--- config.mk ---
export PLATFORM = sky130hd
export DESIGN_NAME = atsr_regs
export DESIGN_NICKNAME = d
export VERILOG_FILES = /design/src/common/atsr_pkg.sv /design/src/rtl/atsr_regs.sv /design/src/rtl/atsr_sync.sv
export SDC_FILE = /design/constraint.sdc
export NUM_CORES = 1
export LEC_CHECK = 0
export CORE_ASPECT_RATIO = 1.4
export CORE_MARGIN = 1
export CORE_UTILIZATION = 36
export DETAILED_ROUTE_END_ITERATION = 8
export DONT_BUFFER_PORTS = 1
export GPL_TIMING_DRIVEN = 0
export PLACE_DENSITY_LB_ADDON = 0.1
export SLEW_MARGIN = 40
export SYNTH_ARGS = -nofsm -noshare
export SYNTH_HDL_FRONTEND = slang
export SYNTH_SLANG_ARGS = --single-unit
--- constraint.sdc ---
create_clock -name clk -period 12.2 [get_ports clk]
set_input_delay 0.61 -clock clk [delete_from_list [all_inputs] [get_ports clk]]
set_output_delay 0.61 -clock clk [all_outputs]
set_load 0.1 [all_outputs]
--- src/common/atsr_pkg.sv ---
// Constants, types and register map of the converter trim and status register bank
package atsr_pkg;

   localparam int AXI_AW = 10;
   localparam int AXI_DW = 32;
   localparam int POS_W  = 24;
   localparam int TRIM_W = 16;
   localparam int SEL_W  = 4;
   localparam int PE_W   = 3;
   localparam int NUM_LANES = 16;

   // Register indices; the byte address is four times the index
   localparam logic [7:0] IDX_CAPTURE_POS = 8'h2C;
   localparam logic [7:0] IDX_TRIM_A      = 8'h30;
   localparam logic [7:0] IDX_TRIM_B      = 8'h32;
   localparam logic [7:0] IDX_REF_BYPASS  = 8'h38;
   localparam logic [7:0] IDX_STAMP_CTRL  = 8'h3B;
   localparam logic [7:0] IDX_PREEMPH     = 8'h48;
   localparam logic [7:0] IDX_PLL_LOOP3   = 8'h4F;
   localparam logic [7:0] IDX_CAPTURE_SEL = 8'h50;

   localparam logic [TRIM_W-1:0] RST_TRIM   = 16'hA000;
   localparam logic [TRIM_W-1:0] TRIM_MIN   = 16'h2000;
   localparam logic [7:0]        RST_CTRL8  = 8'h00;
   localparam logic [7:0]        RST_PLL3   = 8'h13;
   localparam logic [POS_W-1:0]  RST_POS    = 24'h000000;

   localparam int BIT_REF_BYPASS = 0;
   localparam int BIT_STAMP_EN   = 0;
   localparam int BIT_STAMP_PECL = 1;
   localparam int PE_LSB         = 0;
   localparam int BIT_PE_BOOST   = 3;
   localparam int SEL_LSB        = 0;
   localparam int BIT_AUTO_CAL   = 4;

   localparam logic [1:0] RESP_OKAY   = 2'h0;
   localparam logic [1:0] RESP_SLVERR = 2'h2;

   typedef struct packed {
      logic              awvalid;
      logic [AXI_AW-1:0] awaddr;
      logic              wvalid;
      logic [AXI_DW-1:0] wdata;
      logic [3:0]        wstrb;
      logic              bready;
      logic              arvalid;
      logic [AXI_AW-1:0] araddr;
      logic              rready;
   } atsr_axil_req_s;

   typedef struct packed {
      logic              awready;
      logic              wready;
      logic              bvalid;
      logic [1:0]        bresp;
      logic              arready;
      logic              rvalid;
      logic [AXI_DW-1:0] rdata;
      logic [1:0]        rresp;
   } atsr_axil_rsp_s;

   typedef struct packed {
      logic [TRIM_W-1:0]                trim_a;
      logic [TRIM_W-1:0]                trim_b;
      logic                             reference_bypass;
      logic                             stamp_receiver_enable;
      logic                             stamp_pecl_mode;
      logic [NUM_LANES-1:0][PE_W-1:0]   lane_preemphasis;
      logic [NUM_LANES-1:0]             lane_preemphasis_boost;
      logic [7:0]                       pll_loop_control_three;
      logic [SEL_W-1:0]                 capture_delay_select;
   } atsr_ctrl_s;

   typedef struct packed {
      logic              aw_ok;
      logic [AXI_AW-1:0] aw_addr;
      logic              w_ok;
      logic [AXI_DW-1:0] w_data;
      logic [3:0]        w_strb;
      logic              bvalid;
      logic [1:0]        bresp;
      logic              rvalid;
      logic [AXI_DW-1:0] rdata;
      logic [1:0]        rresp;
      logic [POS_W-1:0]  cap_pos;
      logic              cap_tgl;
      logic [TRIM_W-1:0] trim_a;
      logic [TRIM_W-1:0] trim_b;
      logic [7:0]        ref_byp;
      logic [7:0]        stamp;
      logic [7:0]        pe;
      logic [7:0]        pll3;
      logic [7:0]        sel;
   } atsr_state_s;

endpackage

--- src/rtl/atsr_regs.sv ---
// Trim and status register bank with AXI4-Lite slave
//
// Decided for this implementation: register access over AXI4-Lite.
`timescale 1ns/1ps
`default_nettype none
module atsr_regs
   import atsr_pkg::*;
(
   input  wire logic             clk,
   input  wire logic             rst,
   input  wire atsr_axil_req_s   axil_req,
   output atsr_axil_rsp_s        axil_rsp,
   input  wire logic [POS_W-1:0] edge_capture_position,
   input  wire logic             edge_capture_toggle,
   output atsr_ctrl_s            ctrl
);

   atsr_state_s          st_r;
   atsr_state_s          st_nxt;
   logic [POS_W:0]       cap_sync;
   logic                 cap_evt;
   logic                 wr_fire;
   logic                 rd_fire;
   logic [7:0]           wr_idx;
   logic                 wr_hit;
   logic [7:0]           rd_idx;
   logic                 rd_hit;
   logic [AXI_DW-1:0]    rd_word;

   // Capture word and its toggle arrive from the edge detector's domain
   atsr_sync #(.W(POS_W + 1)) u_cap_sync (
      .clk (clk),
      .rst (rst),
      .d   ({edge_capture_toggle, edge_capture_position}),
      .q   (cap_sync)
   );

   function automatic logic [15:0] merge16(input logic [15:0] old, input logic [31:0] d,
                                           input logic [3:0] s);
      logic [15:0] r;
      r = old;
      if (s[0]) begin
         r[7:0] = d[7:0];
      end
      if (s[1]) begin
         r[15:8] = d[15:8];
      end
      return r;
   endfunction

   function automatic logic [7:0] merge8(input logic [7:0] old, input logic [31:0] d,
                                         input logic [3:0] s);
      return s[0] ? d[7:0] : old;
   endfunction

   function automatic logic known_idx(input logic [7:0] i);
      return (i == IDX_CAPTURE_POS) || (i == IDX_TRIM_A) || (i == IDX_TRIM_B) ||
             (i == IDX_REF_BYPASS) || (i == IDX_STAMP_CTRL) || (i == IDX_PREEMPH) ||
             (i == IDX_PLL_LOOP3) || (i == IDX_CAPTURE_SEL);
   endfunction

   assign wr_idx  = st_r.aw_addr[9:2];
   assign wr_hit  = (st_r.aw_addr[1:0] == 2'h0) && known_idx(wr_idx);
   assign rd_idx  = axil_req.araddr[9:2];
   assign rd_hit  = (axil_req.araddr[1:0] == 2'h0) && known_idx(rd_idx);
   assign wr_fire = st_r.aw_ok && st_r.w_ok && !st_r.bvalid;
   assign rd_fire = axil_req.arvalid && !st_r.rvalid;
   assign cap_evt = cap_sync[POS_W] != st_r.cap_tgl;

   // Read mux; narrow registers sit in the low bits with zero above
   always_comb begin
      rd_word = '0;
      case (rd_idx)
         IDX_CAPTURE_POS: rd_word[POS_W-1:0] = st_r.cap_pos;
         IDX_TRIM_A:      rd_word[TRIM_W-1:0] = st_r.trim_a;
         IDX_TRIM_B:      rd_word[TRIM_W-1:0] = st_r.trim_b;
         IDX_REF_BYPASS:  rd_word[7:0] = st_r.ref_byp;
         IDX_STAMP_CTRL:  rd_word[7:0] = st_r.stamp;
         IDX_PREEMPH:     rd_word[7:0] = st_r.pe;
         IDX_PLL_LOOP3:   rd_word[7:0] = st_r.pll3;
         IDX_CAPTURE_SEL: rd_word[7:0] = st_r.sel;
         default:         rd_word = '0;
      endcase
   end

   always_comb begin
      st_nxt = st_r;
      // Write address and data are taken in either order
      if (axil_req.awvalid && !st_r.aw_ok && !st_r.bvalid) begin
         st_nxt.aw_ok   = 1'b1;
         st_nxt.aw_addr = axil_req.awaddr;
      end
      if (axil_req.wvalid && !st_r.w_ok && !st_r.bvalid) begin
         st_nxt.w_ok   = 1'b1;
         st_nxt.w_data = axil_req.wdata;
         st_nxt.w_strb = axil_req.wstrb;
      end
      if (st_r.bvalid && axil_req.bready) begin
         st_nxt.bvalid = 1'b0;
      end
      // Position tracks the newest captured edge; software writes never reach it
      if (cap_evt) begin
         st_nxt.cap_tgl = cap_sync[POS_W];
         st_nxt.cap_pos = cap_sync[POS_W-1:0];
      end
      if (wr_fire) begin
         st_nxt.aw_ok  = 1'b0;
         st_nxt.w_ok   = 1'b0;
         st_nxt.bvalid = 1'b1;
         st_nxt.bresp  = wr_hit ? RESP_OKAY : RESP_SLVERR;
         if (wr_hit) begin
            case (wr_idx)
               // Any trim code is stored; low codes are only a software concern
               IDX_TRIM_A: begin
                  st_nxt.trim_a = merge16(st_r.trim_a, st_r.w_data, st_r.w_strb);
               end
               IDX_TRIM_B: begin
                  st_nxt.trim_b = merge16(st_r.trim_b, st_r.w_data, st_r.w_strb);
               end
               // Reserved bits are kept as written
               IDX_REF_BYPASS: begin
                  st_nxt.ref_byp = merge8(st_r.ref_byp, st_r.w_data, st_r.w_strb);
               end
               IDX_STAMP_CTRL: begin
                  st_nxt.stamp = merge8(st_r.stamp, st_r.w_data, st_r.w_strb);
               end
               IDX_PREEMPH: begin
                  st_nxt.pe = merge8(st_r.pe, st_r.w_data, st_r.w_strb);
               end
               IDX_PLL_LOOP3: begin
                  st_nxt.pll3 = merge8(st_r.pll3, st_r.w_data, st_r.w_strb);
               end
               IDX_CAPTURE_SEL: begin
                  st_nxt.sel = merge8(st_r.sel, st_r.w_data, st_r.w_strb);
               end
               // Capture position is status only; its writes end here with no effect
               default: begin
                  st_nxt.sel = st_r.sel;
               end
            endcase
         end
      end
      if (st_r.rvalid && axil_req.rready) begin
         st_nxt.rvalid = 1'b0;
      end
      if (rd_fire) begin
         st_nxt.rvalid = 1'b1;
         st_nxt.rdata  = rd_hit ? rd_word : '0;
         st_nxt.rresp  = rd_hit ? RESP_OKAY : RESP_SLVERR;
      end
   end

   always_ff @(posedge clk or posedge rst) begin
      if (rst) begin
         st_r        <= '0;
         st_r.cap_pos <= RST_POS;
         st_r.trim_a <= RST_TRIM;
         st_r.trim_b <= RST_TRIM;
         st_r.ref_byp <= RST_CTRL8;
         st_r.stamp  <= RST_CTRL8;
         st_r.pe     <= RST_CTRL8;
         st_r.pll3   <= RST_PLL3;
         st_r.sel    <= RST_CTRL8;
      end else begin
         st_r <= st_nxt;
      end
   end

   assign axil_rsp.awready = !st_r.aw_ok && !st_r.bvalid;
   assign axil_rsp.wready  = !st_r.w_ok && !st_r.bvalid;
   assign axil_rsp.bvalid  = st_r.bvalid;
   assign axil_rsp.bresp   = st_r.bresp;
   assign axil_rsp.arready = !st_r.rvalid;
   assign axil_rsp.rvalid  = st_r.rvalid;
   assign axil_rsp.rdata   = st_r.rdata;
   assign axil_rsp.rresp   = st_r.rresp;

   // Trim codes drive the range DACs as-is; the analog side keeps the mapping monotonic
   assign ctrl.trim_a                 = st_r.trim_a;
   assign ctrl.trim_b                 = st_r.trim_b;
   assign ctrl.reference_bypass       = st_r.ref_byp[BIT_REF_BYPASS];
   assign ctrl.stamp_receiver_enable  = st_r.stamp[BIT_STAMP_EN];
   assign ctrl.stamp_pecl_mode        = st_r.stamp[BIT_STAMP_PECL];
   assign ctrl.pll_loop_control_three = st_r.pll3;
   // Forced to zero while calibration owns the edge timing
   assign ctrl.capture_delay_select   = st_r.sel[BIT_AUTO_CAL] ? '0 :
                                        st_r.sel[SEL_LSB +: SEL_W];

   // One global setting fans out; per-lane control is not offered
   for (genvar g = 0; g < NUM_LANES; g++) begin : g_lane
      assign ctrl.lane_preemphasis[g]       = st_r.pe[PE_LSB +: PE_W];
      assign ctrl.lane_preemphasis_boost[g] = st_r.pe[BIT_PE_BOOST];
   end

   logic wr_full;
   assign wr_full = wr_fire && wr_hit && (st_r.w_strb == 4'hF);
endmodule
`default_nettype wire

--- src/rtl/atsr_sync.sv ---
// Two-stage synchroniser for levels entering the register clock domain
`timescale 1ns/1ps
`default_nettype none
module atsr_sync #(
   parameter int W = 1
) (
   input  wire logic         clk,
   input  wire logic         rst,
   input  wire logic [W-1:0] d,
   output logic      [W-1:0] q
);
   typedef struct packed {
      logic [W-1:0] s1;
      logic [W-1:0] s2;
   } atsr_sync_s;

   atsr_sync_s st_r;
   atsr_sync_s st_nxt;

   // First stage feeds only the second stage
   always_comb begin
      st_nxt    = st_r;
      st_nxt.s1 = d;
      st_nxt.s2 = st_r.s1;
   end

   always_ff @(posedge clk or posedge rst) begin
      if (rst) begin
         st_r <= '0;
      end else begin
         st_r <= st_nxt;
      end
   end

   assign q = st_r.s2;
endmodule
`default_nettype wire

==> results.yml <==
critical_path:
  endpoint: "axil_rsp[1]"
  cpPeakStageDelay_ps: 710
  crit_fanout: 9
  critical_path.top_delay_family: "simple AND/OR/NAND/NOR gates"
  r2r-end: "axil_rsp[1]"
  cp_slowest_cell: "nor3_1"
  rrSetupSlack_ps: 9590
  reg2reg_depth: 5
  cp_data_arrival_time_ps: 2980
  path_class: "flop to flop"
  required_ps: 12570
  crit_path_end_kind: "flop"
  r2r-start: "axil_rsp[34]"
  cp_num_cells: 5
  crit_path_start: "axil_rsp[34]"
  cp-start-kind: "flop"
  cp_cell_sequence: "clkinv_1 > nand2_1 > nor3_1 > o41ai_4 > a21boi_1"
  crit_buf_inv: 1
global_routing:
  grt_pass1_wl_mm: 33.5
  grt_start_max_net_pins: 82
  grt_usage: 0.171
  globalRoute.totalOverflow: 0
  antenna_found_initial: 4
  grt_pass1_vias: 5769
flow_run:
  cap_violations: 0
sta:
  rsz0062_at_grt: "false"
  slew_viol_final: 0
  fin_crit_ps: 2610
  fin_crit_sh: 0.214
  fmax_mhz: 382
  setup_violations: 0
  relSlewSlack: 0.444
  final.setup.worst_slack_ps: 9590
  clock_skew_ps: 17.7
  tightest_slew_ps: 829
  hold_violations: 0
  finalSetupTns_ps: 0
  holdWs_ps: 123
yosys:
  synthDistinctLibCells: 54
  synth_flop_cell: "dfrtp_1"
  syn_area_per_cell_um2: 12.9
  ys_seq_elements: 205
  syn_area_mm2: 0.00913
  yosysWarnings: 0
  async_flop_share: 1.00
  synth_cells: 708
  synth_edf_count: 0
  ys_seq_area_frac: 0.563
finish:
  post-route-util: 0.424
  layout.nets: 834
  mostFrequentLayoutCells: "dfrtp_1, buf_4, mux2_2, nand2_1, clkbuf_16"
  synthToLayoutAreaGrowth_pct: 15.1
  final_layout_size_suffix_gt1_frac: 0.463
  layout_commonest_cell: "dfrtp_1"
routing:
  finalWirelength_mm: 21.7
  drtIter0Drc: 134
  wl_per_cell_um: 20.1
  detail-route-antenna-nets: 0
  drc: 0
  viasPerCell: 4.97
  vias: 5359
  dr.pass1.iters: 4
floorplanning:
  core-area_mm2: 0.0248
  die_w_um: 137
  fp.dieH_um: 190
  dieArea_mm2: 0.0260
  io_pins: 240
  initial_core_util: 0.369
  row_count: 68
clock_tree:
  cts-root-buf: "clkbuf_16"
  cts.sinks: 205
  htreeDepth: 1
  clk_latency_ps: 510
  cts_buffer_depth: 3
  clkSlewWorstSetupHoldPaths_ps: 60
  cts_tree: "yes"
  cts_buffers: 22
placed_design:
  place.gp.congestion: 0.816
  hpwlAfterDp_mm: 15.5
  portBuffers: 0
  place_ws_ps: 9290
power_and_ir_drop:
  p_per_area_mw_per_mm2: 184
  leakagePower_nw: 4.89
  vdd_drop_max_uv: 119
hold_path:
  hold_path.class: "input pin to flop"
outcome:
  status: "finished, final reports clean"
==> flip-flops by register name, summed over array words and instances (netlist names) <==
signal             cells
ctrl                  47
u_cap_sync.st_nxt     25
axil_rsp              28
st_r                  80
u_cap_sync.q          25
==> layout make-up <==
| type | count | area (um^2) |
|---|---|---|
| inverters | 5 | 26.3 |
| repair buffers | 5 | 96.3 |
| diodes | 2 | 5.00 |
| fillers | 2313 | 14300 |
| plain buffers | 170 | 1210 |
| clock buffers | 29 | 628 |
| multi-input cells | 337 | 2850 |
| flip-flops and latches | 205 | 5140 |
| well taps | 315 | 394 |
| clock inverters | 11 | 161 |
==> worst reg2reg max path: stages, from the launching register on <==
cell and delay, ps:
dfrtp_1 380, clkinv_1 440, nand2_1 390, nor3_1 710, o41ai_4 350, a21boi_1 220
==> per-layer routing <==
layer  vias up  share of wire  GRT usage
met5         -         0.0012          0
met4         4          0.019     0.0509
met3        38          0.077     0.0444
met2       205           0.52      0.301
met1      2701           0.38      0.201
li1       2411              -          -
==> cell usage after synthesis, types with 5 or more instances <==
library cell / instances / area [um^2]
buf_2: 7 / 35.0
dfrtp_1: 198 / 4950
inv_1: 5 / 18.8
nor2b_1: 10 / 62.6
buf_4: 147 / 1100
nor2_1: 14 / 52.6
nand3b_1: 6 / 45.0
dfstp_2: 7 / 184
nand2_1: 29 / 109
a21oi_1: 10 / 50.1
a22oi_1: 14 / 105
a32oi_1: 7 / 61.3
and3_1: 6 / 37.5
clkbuf_1: 13 / 48.8
o22ai_1: 5 / 31.3
o21ai_0: 18 / 90.1
nor3_1: 10 / 50.1
mux2_2: 124 / 1400
a22o_1: 21 / 184
==> through the flow <==
| stage | std cells | area [um^2] | power, mW |
|---|---|---|---|
| 2_1_floorplan | 717 | 9160 | 1.14 |
| 3_3_place_gp | 1032 | 9560 | 1.20 |
| 3_5_place_dp | 1036 | 9690 | 1.23 |
| 4_1_cts | 1077 | 10500 | 1.97 |
| 5_1_grt | 1078 | 10500 | 2.02 |
| 6_report | 1079 | 10500 | 1.93 |
==> repair_timing <==
action	4_1_cts	5_1_grt
hold endpoints to repair	53	0
hold buffers	1	0
gates resized for setup	0	0
setup buffers	0	0
==> cells by family (layout without fill, tap and decap cells) <==
group / count (synthesis) / count (layout) / share of synthesized area
buf+inv: 175 / 220 / 0.134
simple gates: 107 / 107 / 0.0718
flops: 205 / 205 / 0.563
xor+xnor: 1 / 1 / 0.000960
compound gates: 95 / 95 / 0.0764
mux: 124 / 124 / 0.153
other cells: 1 / 12 / 0.000411
==> power breakdown <==
group / switching (mW) / total (mW) / internal, mW
Sequential: 0.0862 / 0.848 / 0.761
Combinational: 0.241 / 0.366 / 0.125
Clock: 0.271 / 0.719 / 0.448
Total: 0.599 / 1.93 / 1.33
==> how the worst min path moves through the flow <==
| stage | cells past startpoint | slack (ps) | to | start |
|---|---|---|---|---|
| floorplan | 0 | 330 | u_cap_sync.q[0] | u_cap_sync.st_nxt[0] |
| global route | 0 | 100 | u_cap_sync.st_nxt[4] | edge_capture_position[4] |
| finish | 0 | 120 | u_cap_sync.st_nxt[4] | edge_capture_position[4] |
| CTS | 0 | 100 | u_cap_sync.st_nxt[4] | edge_capture_position[4] |
| detailed placement | 0 | 330 | u_cap_sync.q[18] | u_cap_sync.st_nxt[18] |
| global placement | 0 | 330 | u_cap_sync.q[20] | u_cap_sync.st_nxt[20] |
(Power assumes the default switching activity.)
